[src/shared/msfs_pkg.sv]
// constants, register map and carrier types of the multi-speed frequency selector
package msfs_pkg;
  // frequencies in 0.01 Hz units, times in 0.1 s units
  localparam logic [15:0] FREQ_MAX       = 16'h9C40;  // 400.00 Hz
  localparam logic [15:0] FREQ_NOT_SEL   = 16'h270F;  // 9999 marker
  localparam logic [15:0] HIGH_RST       = 16'h1770;  // 60.00 Hz
  localparam logic [15:0] MID_RST        = 16'h0BB8;  // 30.00 Hz
  localparam logic [15:0] LOW_RST        = 16'h03E8;  // 10.00 Hz
  localparam logic [15:0] INCH_RST       = 16'h01F4;  // 5.00 Hz
  localparam logic [15:0] INCH_RAMP_RST  = 16'h0005;  // 0.5 s
  localparam logic [15:0] INCH_RAMP_MAX  = 16'h8CA0;  // 3600.0 s
  localparam logic [15:0] RAMP_REF_RST   = 16'h1770;  // 60.00 Hz
  localparam logic [15:0] BOOST_RST      = 16'h0000;
  // terminal function codes
  localparam logic [3:0] FN_LOW    = 4'h0;
  localparam logic [3:0] FN_MID    = 4'h1;
  localparam logic [3:0] FN_HIGH   = 4'h2;
  localparam logic [3:0] FN_SECOND = 4'h3;
  localparam logic [3:0] FN_INCH   = 4'h5;
  localparam logic [3:0] FN_EXT    = 4'h8;
  localparam int          NUM_TERM = 5;
  localparam logic [19:0] TERM_MAP_RST = 20'h0_5210;  // t0 low, t1 mid, t2 high, t3 inch, t4 low
  localparam logic [2:0] MODE_EXT  = 3'h3;
  localparam logic [2:0] MODE_COMB = 3'h4;
  // register byte offsets
  localparam logic [7:0] A_HIGH     = 8'h00;
  localparam logic [7:0] A_MID      = 8'h04;
  localparam logic [7:0] A_LOW      = 8'h08;
  localparam logic [7:0] A_INCH     = 8'h0C;
  localparam logic [7:0] A_RAMP     = 8'h10;
  localparam logic [7:0] A_RAMPREF  = 8'h14;
  localparam logic [7:0] A_BOOST    = 8'h18;  // [15:0] primary, [31:16] second
  localparam logic [7:0] A_CTRL     = 8'h1C;  // [1:0] load pattern, [4:2] mode, [5] remote, [6] flux
  localparam logic [7:0] A_TERM     = 8'h20;  // 5 x 4-bit function codes
  localparam logic [7:0] A_STATUS   = 8'h24;
  localparam logic [7:0] A_FREQOUT  = 8'h28;  // [15:0] freq, [31:16] boost
  localparam logic [7:0] A_SPEED0   = 8'h40;  // speeds 4..15 at 0x40..0x6C
  localparam logic [7:0] A_LUT      = 8'h70;  // 8 x 4-bit, lower half of the combination table: combination -> speed number
  localparam logic [7:0] A_LUT_HI   = 8'h74;  // upper half of the combination table
  // default table: index = {ext,high,mid,low}; entries 8..15 pick speed 8..15
  localparam logic [63:0] LUT_RST   = 64'hFEDC_BA98_7654_3210;
  localparam logic [1:0] LP_FWD_ONLY = 2'h2;
  localparam logic [1:0] LP_REV_ONLY = 2'h3;

  typedef enum logic [1:0] {
    MSFS_SRC_NONE = 2'b00,
    MSFS_SRC_INCH = 2'b01,
    MSFS_SRC_MULTI = 2'b10,
    MSFS_SRC_ANALOG = 2'b11
  } msfs_src_t;

  typedef struct packed {
    logic high;
    logic mid;
    logic low;
    logic ext;
    logic second;
    logic inch;
  } msfs_sel_t;
endpackage

[src/hdl/msfs_top.sv]
// multi-speed frequency selector with apb register file
`timescale 1ns/1ps
module msfs_top (
  input  wire logic        MCLK_I,
  input  wire logic        SRST_I,
  input  wire logic        PSEL_I,
  input  wire logic        PENABLE_I,
  input  wire logic        PWRITE_I,
  input  wire logic [7:0]  PADDR_I,
  input  wire logic [31:0] PWDATA_I,
  output logic      [31:0] PRDATA_O,
  output logic             PREADY_O,
  output logic             PSLVERR_O,
  input  wire logic [4:0]  TERM_I,
  input  wire logic        FORWARD_START_INPUT_I,
  input  wire logic        REVERSE_START_INPUT_I,
  input  wire logic [15:0] CURRENT_ANALOG_FREQ_I,
  input  wire logic        CURRENT_ANALOG_VALID_I,
  input  wire logic [15:0] VOLTAGE_ANALOG_FREQ_I,
  input  wire logic        VOLTAGE_ANALOG_VALID_I,
  output logic      [15:0] TARGET_FREQ_O,
  output logic      [15:0] RAMP_TIME_O,
  output logic      [15:0] RAMP_REF_FREQ_O,
  output logic      [15:0] TORQUE_BOOST_O,
  output logic             RUN_O,
  output logic             REVERSE_O,
  output logic      [1:0]  SOURCE_O
);

  ////////////////////////////////////////////////////////////////////////////
  // settings
  logic [15:0] high_set;
  logic [15:0] mid_set;
  logic [15:0] low_set;
  logic [15:0] inch_set;
  logic [15:0] ramp_set;
  logic [15:0] rampref_set;
  logic [15:0] boost1;
  logic [15:0] boost2;
  logic [1:0]  load_pattern;
  logic [2:0]  op_mode;
  logic        remote_on;
  logic        flux_mode;
  logic [19:0] term_map;
  logic [63:0] speed_lut;
  logic [15:0] speed_set [4:15];

  // clamp a written frequency into 0..400 Hz, keeping the 9999 marker if allowed
  function automatic logic [15:0] clamp_freq(input logic [15:0] v, input logic allow_ns);
    if (allow_ns && v == msfs_pkg::FREQ_NOT_SEL) begin
      clamp_freq = v;
    end else if (v > msfs_pkg::FREQ_MAX) begin
      clamp_freq = msfs_pkg::FREQ_MAX;
    end else begin
      clamp_freq = v;
    end
  endfunction

  // true when any terminal carries the given function code and is asserted
  function automatic logic term_fn(input logic [19:0] map, input logic [4:0] t,
                                   input logic [3:0] code);
    term_fn = 1'b0;
    for (int i = 0; i < msfs_pkg::NUM_TERM; i++) begin
      if (map[i*4 +: 4] == code && t[i]) begin
        term_fn = 1'b1;
      end
    end
  endfunction

  ////////////////////////////////////////////////////////////////////////////
  // apb decode; zero wait states, unmapped offsets answer with pslverr
  wire        acc      = PSEL_I && PENABLE_I;
  wire        wr       = acc && PWRITE_I;
  wire        in_speed = PADDR_I >= msfs_pkg::A_SPEED0 && PADDR_I < msfs_pkg::A_LUT &&
                         PADDR_I[1:0] == 2'b00;
  wire [3:0]  spd_idx  = 4'(PADDR_I[5:2] + 4'h4);  // 0x40 -> speed 4
  wire        mapped   = in_speed || (PADDR_I <= msfs_pkg::A_FREQOUT && PADDR_I[1:0] == 2'b00)
                         || PADDR_I == msfs_pkg::A_LUT || PADDR_I == msfs_pkg::A_LUT_HI;

  assign PREADY_O  = 1'b1;
  assign PSLVERR_O = acc && !mapped;

  // writes accepted at any time, running or not, no write-lock state exists
  always_ff @(posedge MCLK_I) begin
    if (SRST_I) begin
      high_set     <= msfs_pkg::HIGH_RST;
      mid_set      <= msfs_pkg::MID_RST;
      low_set      <= msfs_pkg::LOW_RST;
      inch_set     <= msfs_pkg::INCH_RST;
      ramp_set     <= msfs_pkg::INCH_RAMP_RST;
      rampref_set  <= msfs_pkg::RAMP_REF_RST;
      boost1       <= msfs_pkg::BOOST_RST;
      boost2       <= msfs_pkg::BOOST_RST;
      load_pattern <= 2'h0;
      op_mode      <= msfs_pkg::MODE_EXT;
      remote_on    <= 1'b0;
      flux_mode    <= 1'b0;
      term_map     <= msfs_pkg::TERM_MAP_RST;
      speed_lut    <= msfs_pkg::LUT_RST;
      for (int i = 4; i <= 15; i++) begin
        speed_set[i] <= msfs_pkg::FREQ_NOT_SEL;
      end
    end else if (wr) begin
      case (PADDR_I)
        msfs_pkg::A_HIGH:    high_set    <= clamp_freq(PWDATA_I[15:0], 1'b0);
        msfs_pkg::A_MID:     mid_set     <= clamp_freq(PWDATA_I[15:0], 1'b0);
        msfs_pkg::A_LOW:     low_set     <= clamp_freq(PWDATA_I[15:0], 1'b0);
        msfs_pkg::A_INCH:    inch_set    <= clamp_freq(PWDATA_I[15:0], 1'b0);
        msfs_pkg::A_RAMP:    ramp_set    <= (PWDATA_I[15:0] > msfs_pkg::INCH_RAMP_MAX) ?
                                            msfs_pkg::INCH_RAMP_MAX : PWDATA_I[15:0];
        msfs_pkg::A_RAMPREF: rampref_set <= clamp_freq(PWDATA_I[15:0], 1'b0);
        msfs_pkg::A_BOOST: begin
          boost1 <= PWDATA_I[15:0];
          boost2 <= PWDATA_I[31:16];
        end
        msfs_pkg::A_CTRL: begin
          load_pattern <= PWDATA_I[1:0];
          op_mode      <= PWDATA_I[4:2];
          remote_on    <= PWDATA_I[5];
          flux_mode    <= PWDATA_I[6];
        end
        msfs_pkg::A_TERM:    term_map        <= PWDATA_I[19:0];
        msfs_pkg::A_LUT:     speed_lut[31:0] <= PWDATA_I;
        msfs_pkg::A_LUT_HI:  speed_lut[63:32] <= PWDATA_I;
        default: begin
          if (in_speed) begin
            speed_set[spd_idx] <= clamp_freq(PWDATA_I[15:0], 1'b1);
          end
        end
      endcase
    end
  end

  ////////////////////////////////////////////////////////////////////////////
  // terminal routing
  // a net, so each field may carry its own continuous assignment
  wire msfs_pkg::msfs_sel_t sel;
  assign sel.low    = term_fn(term_map, TERM_I, msfs_pkg::FN_LOW);
  assign sel.mid    = term_fn(term_map, TERM_I, msfs_pkg::FN_MID);
  assign sel.high   = term_fn(term_map, TERM_I, msfs_pkg::FN_HIGH);
  assign sel.second = term_fn(term_map, TERM_I, msfs_pkg::FN_SECOND);
  assign sel.inch   = term_fn(term_map, TERM_I, msfs_pkg::FN_INCH);
  assign sel.ext    = term_fn(term_map, TERM_I, msfs_pkg::FN_EXT);

  ////////////////////////////////////////////////////////////////////////////
  // multi-speed selection
  wire [3:0]  combo     = {sel.ext, sel.high, sel.mid, sel.low};
  wire [3:0]  lut_speed = speed_lut[combo*4 +: 4];
  wire        ext_speed = sel.ext && lut_speed >= 4'h4;
  wire [15:0] ext_freq  = ext_speed ? speed_set[lut_speed] : msfs_pkg::FREQ_NOT_SEL;
  wire        ext_valid = ext_speed && ext_freq != msfs_pkg::FREQ_NOT_SEL;
  // speed 8 unset with only extension on falls back to low speed
  wire        ext_only  = sel.ext && !sel.high && !sel.mid && !sel.low;
  wire        ext_low   = ext_only && !ext_valid;
  // lowest asserted select wins among the three basic ones
  wire [15:0] three_freq = sel.low ? low_set : (sel.mid ? mid_set : high_set);
  wire        three_any  = sel.low || sel.mid || sel.high;
  // remote function reassigns the selects, so multi-speed is blocked
  wire        multi_ok  = (op_mode == msfs_pkg::MODE_EXT || op_mode == msfs_pkg::MODE_COMB)
                          && !remote_on;
  wire        multi_act = multi_ok && (ext_valid || ext_low || three_any);
  wire [15:0] multi_freq = ext_valid ? ext_freq : (ext_low ? low_set : three_freq);

  ////////////////////////////////////////////////////////////////////////////
  // source priority and run control
  wire start_any = FORWARD_START_INPUT_I || REVERSE_START_INPUT_I;
  wire reverse   = REVERSE_START_INPUT_I && !FORWARD_START_INPUT_I;
  msfs_pkg::msfs_src_t src;
  logic [15:0]         next_freq;
  always_comb begin
    src       = msfs_pkg::MSFS_SRC_NONE;
    next_freq = 16'h0000;
    if (sel.inch) begin
      src       = msfs_pkg::MSFS_SRC_INCH;
      next_freq = inch_set;
    end else if (multi_act) begin
      src       = msfs_pkg::MSFS_SRC_MULTI;
      next_freq = multi_freq;
    end else if (CURRENT_ANALOG_VALID_I) begin
      src       = msfs_pkg::MSFS_SRC_ANALOG;
      next_freq = CURRENT_ANALOG_FREQ_I;
    end else if (VOLTAGE_ANALOG_VALID_I) begin
      src       = msfs_pkg::MSFS_SRC_ANALOG;
      next_freq = VOLTAGE_ANALOG_FREQ_I;
    end
  end

  // boost selection by second function and load pattern
  wire [15:0] boost_base = sel.second ? boost2 : boost1;
  logic [15:0] next_boost;
  always_comb begin
    next_boost = boost_base;
    if (!flux_mode) begin
      if (load_pattern == msfs_pkg::LP_FWD_ONLY && reverse) begin
        next_boost = 16'h0000;
      end else if (load_pattern == msfs_pkg::LP_REV_ONLY && !reverse) begin
        next_boost = 16'h0000;
      end
    end
  end

  // outputs registered; inching runs only while a start input is held
  always_ff @(posedge MCLK_I) begin
    if (SRST_I) begin
      TARGET_FREQ_O   <= 16'h0000;
      RAMP_TIME_O     <= msfs_pkg::INCH_RAMP_RST;
      RAMP_REF_FREQ_O <= msfs_pkg::RAMP_REF_RST;
      TORQUE_BOOST_O  <= 16'h0000;
      RUN_O           <= 1'b0;
      REVERSE_O       <= 1'b0;
      SOURCE_O        <= 2'b00;
    end else begin
      TARGET_FREQ_O   <= next_freq;
      RAMP_TIME_O     <= ramp_set;
      RAMP_REF_FREQ_O <= rampref_set;
      TORQUE_BOOST_O  <= next_boost;
      RUN_O           <= start_any && src != msfs_pkg::MSFS_SRC_NONE;
      REVERSE_O       <= reverse;
      SOURCE_O        <= src;
    end
  end

  // read mux
  logic [31:0] rdata;
  always_comb begin
    rdata = 32'h0000_0000;
    case (PADDR_I)
      msfs_pkg::A_HIGH:    rdata = {16'h0000, high_set};
      msfs_pkg::A_MID:     rdata = {16'h0000, mid_set};
      msfs_pkg::A_LOW:     rdata = {16'h0000, low_set};
      msfs_pkg::A_INCH:    rdata = {16'h0000, inch_set};
      msfs_pkg::A_RAMP:    rdata = {16'h0000, ramp_set};
      msfs_pkg::A_RAMPREF: rdata = {16'h0000, rampref_set};
      msfs_pkg::A_BOOST:   rdata = {boost2, boost1};
      msfs_pkg::A_CTRL:    rdata = {25'h0, flux_mode, remote_on, op_mode, load_pattern};
      msfs_pkg::A_TERM:    rdata = {12'h000, term_map};
      msfs_pkg::A_STATUS:  rdata = {24'h0, SOURCE_O, REVERSE_O, RUN_O, 4'h0};
      msfs_pkg::A_FREQOUT: rdata = {TORQUE_BOOST_O, TARGET_FREQ_O};
      msfs_pkg::A_LUT:     rdata = speed_lut[31:0];
      msfs_pkg::A_LUT_HI:  rdata = speed_lut[63:32];
      default: begin
        if (in_speed) begin
          rdata = {16'h0000, speed_set[spd_idx]};
        end
      end
    endcase
  end

  // read data captured in the setup cycle, valid through the access phase
  always_ff @(posedge MCLK_I) begin
    if (SRST_I) begin
      PRDATA_O <= 32'h0000_0000;
    end else if (PSEL_I && !PENABLE_I && !PWRITE_I) begin
      PRDATA_O <= rdata;
    end
  end

endmodule // msfs_top

[config.mk]
export PLATFORM = sky130hd
export DESIGN_NAME = msfs_top
export DESIGN_NICKNAME = d
export VERILOG_FILES = /design/src/shared/msfs_pkg.sv /design/src/hdl/msfs_top.sv
export SDC_FILE = /design/constraint.sdc
export NUM_CORES = 1
export LEC_CHECK = 0
export ABC_CLOCK_PERIOD_IN_PS = 9350
export BUFFER_PORTS_ARGS = -buffer_cell sky130_fd_sc_hd__buf_2
export CAP_MARGIN = 10
export CELL_PAD_IN_SITES_DETAIL_PLACEMENT = 0
export CELL_PAD_IN_SITES_GLOBAL_PLACEMENT = 1
export CORE_AREA = 2 2 165 328
export DETAILED_ROUTE_END_ITERATION = 6
export DIE_AREA = 0 0 167 330
export PLACE_DENSITY = 0.91
export SLEW_MARGIN = 20
export SYNTH_ARGS = -nofsm -noshare
export SYNTH_HDL_FRONTEND = slang
export SYNTH_SLANG_ARGS = --single-unit
[constraint.sdc]
create_clock -name MCLK_I -period 9.35 [get_ports MCLK_I]
set_input_delay 0.4675 -clock MCLK_I [delete_from_list [all_inputs] [get_ports MCLK_I]]
set_output_delay 0.4675 -clock MCLK_I [all_outputs]
set_load 0.005 [all_outputs]
==> run_results.csv <==
group,metric,value,unit
power_and_ir_drop,clockPowerShare,0.412,
clock_tree,clkSinkCount,575,
floorplan,dieWidth,167,µm
setup_path,arrival,6.70,ns
clock_tree,cts_made_buffers,50,
logic_synthesis,synth_common_cells,"484 x nand2_1, 319 x dfxtp_1, 308 x nor2_1",
sta,drv_slew,0,
cells_and_area,nets,2863,
power_and_ir_drop,pwr-share-comb,0.092,
global_route,grt_pass1_wl,162000,µm
logic_synthesis,synth_edf_count,256,
route,routed_wl,115000,µm
clock_tree,clk_latency,0.63,ns
placement,finalWeightedCongestion,1.03,
power_and_ir_drop,p_total,5.47,mW
global_route,grt_pass1_vias,22900,
logic_synthesis,yosysMostFrequentCell,"nand2_1",
setup_path,critical_path.endpoint_type,"register",
sta,finalHoldViolCount,0,
sta,timing.final.ws_setup,3.20,ns
route,highest_layer,"met5",
global_route,grt-ovfl-total,0,
setup_path,cp_max_fo,40,
cells_and_area,drive_gt1_frac,0.168,
route,drc,1,
logic_synthesis,ys_ff_latch,575,
status,status,"finished, violations left",
clock_tree,cts_resized,0,
global_route,grt_usage,0.413,
logic_synthesis,seq_area_frac_synth,0.520,
setup_path,worst_ep_required_time,9.90,ns
setup_path,start_kind,"register",
power_and_ir_drop,p_leak,10.8,nW
logic_synthesis,syn_avg_cell_area,10.0,µm²
sta,fin_crit,6.15,ns
cells_and_area,n_fill_cell,4506,
clock_tree,cts-root-buf,"clkbuf_16",
cells_and_area,multi_input_area,0.0120,mm²
cells_and_area,area_delta_synth_final,11.5,%
clock_tree,cts_tree,"built",
clock_tree,clkTransAtPathRegs,0.07,ns
floorplan,placementRows,119,
clock_tree,htree_levels,2,
power_and_ir_drop,sequentialPowerShare,0.496,
logic_synthesis,netlist_area,0.0270,mm²
logic_synthesis,syn_nets,2787,
worst_hold_path,hold_depth,2,
logic_synthesis,ys_warn_count,0,
cells_and_area,ff_latch_area,0.0141,mm²
floorplan,core,0.0526,mm²
power_and_ir_drop,p_int,4.12,mW
setup_path,rr_worst_depth,14,
floorplan,dieArea,0.0551,mm²
route,dr_wl_met3,10600,µm
route,dr_total_vias,23700,
worst_hold_path,hold_start,"FORWARD_START_INPUT_I",
global_route,grt_start_max_net_pins,94,
status,violations,"DRC",
global_route,antenna_found_initial,12,
sta,tightest_slew,1.25,ns
logic_synthesis,yosysUniqueCellTypes,85,
cells_and_area,fin_util,0.574,
logic_synthesis,yosysTopAreaCellShare,0.284,
power_and_ir_drop,power.density,182,mW/mm²
logic_synthesis,synth_area_leaders,"edfxtp_1 28%, dfxtp_1 24%, mux4_2 7.1%",
logic_synthesis,post-synth-top-area-cell,"edfxtp_1",
logic_synthesis,syn_inst,2695,
sta,fmax,0.163,GHz
sta,relSlewSlack,0.164,
setup_path,cp-startpoint,"term_map[16]",
setup_path,r2r_start,"term_map[16]",
power_and_ir_drop,p_sw,1.36,mW
route,dr.pass1.iters,7,
route,wl_met1,33400,µm
placement,dp_slack,3.22,ns
route,route.met2.wl,55800,µm
clock_tree,cts_setup_buffers,0,
route,first_iter_violations,3185,
floorplan,die_h,330,µm
power_and_ir_drop,swShare,0.248,
sta,min_period_over_period,0.658,
run,cap_violations,0,
clock_tree,hold_buffers,0,
clock_tree,cts.path.max_buffers,3,
sta,setup-tns-final,0,ns
setup_path,path_class,"register to register",
route,wl_per_cell,33.0,µm
sta,rsz0062_at_grt,"no",
sta,skew,0.0230,ns
placement,numPortBuffers,186,
sta,setup_viol,0,
logic_synthesis,async_reset_ff_frac,0,
logic_synthesis,synth_flop_cell,"dfxtp_1",
placement,dp_hpwl,82300,µm
route,vias_per_cell,6.81,
worst_hold_path,hp-class,"primary input to register",
power_and_ir_drop,ir_drop,0.217,mV
floorplan,initial_core_util,0.515,
floorplan,ios,188,
route,antenna_left,0,
==> metal layers <==
metal  up-vias  track usage
met2      1636        0.698
met1     11400        0.396
li1       9981            -
met3       645        0.111
met5         -            0
met4        12        0.416
==> flip-flops by register name, indices dropped and copies added (netlist names), 2 cells and up <==
signal,count
RAMP_TIME_O,16
op_mode,3
ramp_set,16
boost1,16
term_map,20
boost2,16
speed_lut,64
load_pattern,2
speed_set,256
high_set,16
RAMP_REF_FREQ_O,16
PRDATA_O,32
rampref_set,16
low_set,16
mid_set,16
SOURCE_O,2
inch_set,16
TARGET_FREQ_O,16
TORQUE_BOOST_O,16
==> worst max-delay path, cell delays in order, from the launching register on <==
cell and delay (ns):
dfxtp_1 0.45, inv_1 0.11, a32oi_1 0.39, nand4_1 0.72, nand2_2 0.40, a211oi_1 0.13
or4_1 0.76, nor2_8 0.68, mux2i_1 0.30, mux2i_1 0.10, o21ai_0 0.46, nand2_1 0.11
or4_4 0.59, nor3_2 0.62, o2bb2ai_1 0.21
==> cell usage in the layout, fill, tap and decap left out, drive strengths merged, types with 28 or more instances in the layout <==
master | Yosys | routed
nand3b | 42 | 42
a22oi | 59 | 59
buf | 47 | 243
nor2b | 36 | 36
mux2i | 83 | 83
edfxtp | 256 | 256
nand2 | 488 | 488
clkbuf | 173 | 67
o21ai | 71 | 71
a22o | 28 | 28
nor2 | 310 | 310
mux4 | 86 | 86
nor3 | 28 | 28
a21oi | 201 | 201
dfxtp | 319 | 319
a221oi | 50 | 50
a31oi | 31 | 31
nand3 | 86 | 86
==> cell families (layout without fill, tap and decap cells) <==
logic type               Yosys count  count (layout)  synth area share
AND/OR/NAND/NOR                 1100            1100             0.184
AO/OA/AOI/OAI                    587             587             0.148
flip-flops                       575             575             0.520
buffers and inverters            247             362            0.0389
multiplexers                     178             178             0.106
adder cells (fa/ha/maj)            6               6           0.00278
other                              1               5          0.000139
XOR/XNOR                           1               1          0.000324
==> per-stage QoR <==
step | cells | area (µm²) | hold slack, ns
2_1_floorplan | 2695 | 27000 | 0.441
3_3_place_gp | 3382 | 28400 | 0.457
3_5_place_dp | 3383 | 28400 | 0.464
4_1_cts | 3474 | 30100 | 0.0885
5_1_grt | 3475 | 30100 | 0.0975
6_report | 3479 | 30100 | 0.0797
==> worst paths after layout <==
check | to | slack (ns)
setup reg to reg | TARGET_FREQ_O[4] | 3.20
hold reg to reg | low_set[15] | 0.47
setup / recovery | TARGET_FREQ_O[4] | 3.20
hold / removal | RUN_O | 0.08
==> final cells by class <==
| type | instances | share of cell area |
|---|---|---|
| antenna | 4 | 0.000332 |
| sequential | 575 | 0.467 |
| timing repair buffer | 244 | 0.0457 |
| clock buffer | 66 | 0.0466 |
| clock inverter | 25 | 0.0108 |
| inverter | 27 | 0.00336 |
| multi-input combinational | 1873 | 0.399 |
| tap | 665 | 0.0276 |
==> power by group through the flow <==
stage                     Combinational (mW)  Sequential [mW]  Clock, mW
after global placement                 0.472             2.76          0
after CTS                              0.484             2.71       2.26
after global routing                   0.521             2.71       2.35
after detailed placement               0.481             2.77          0
after floorplan                        0.317             2.74          0
final                                  0.505             2.71       2.26
(Power assumes the default switching activity.)
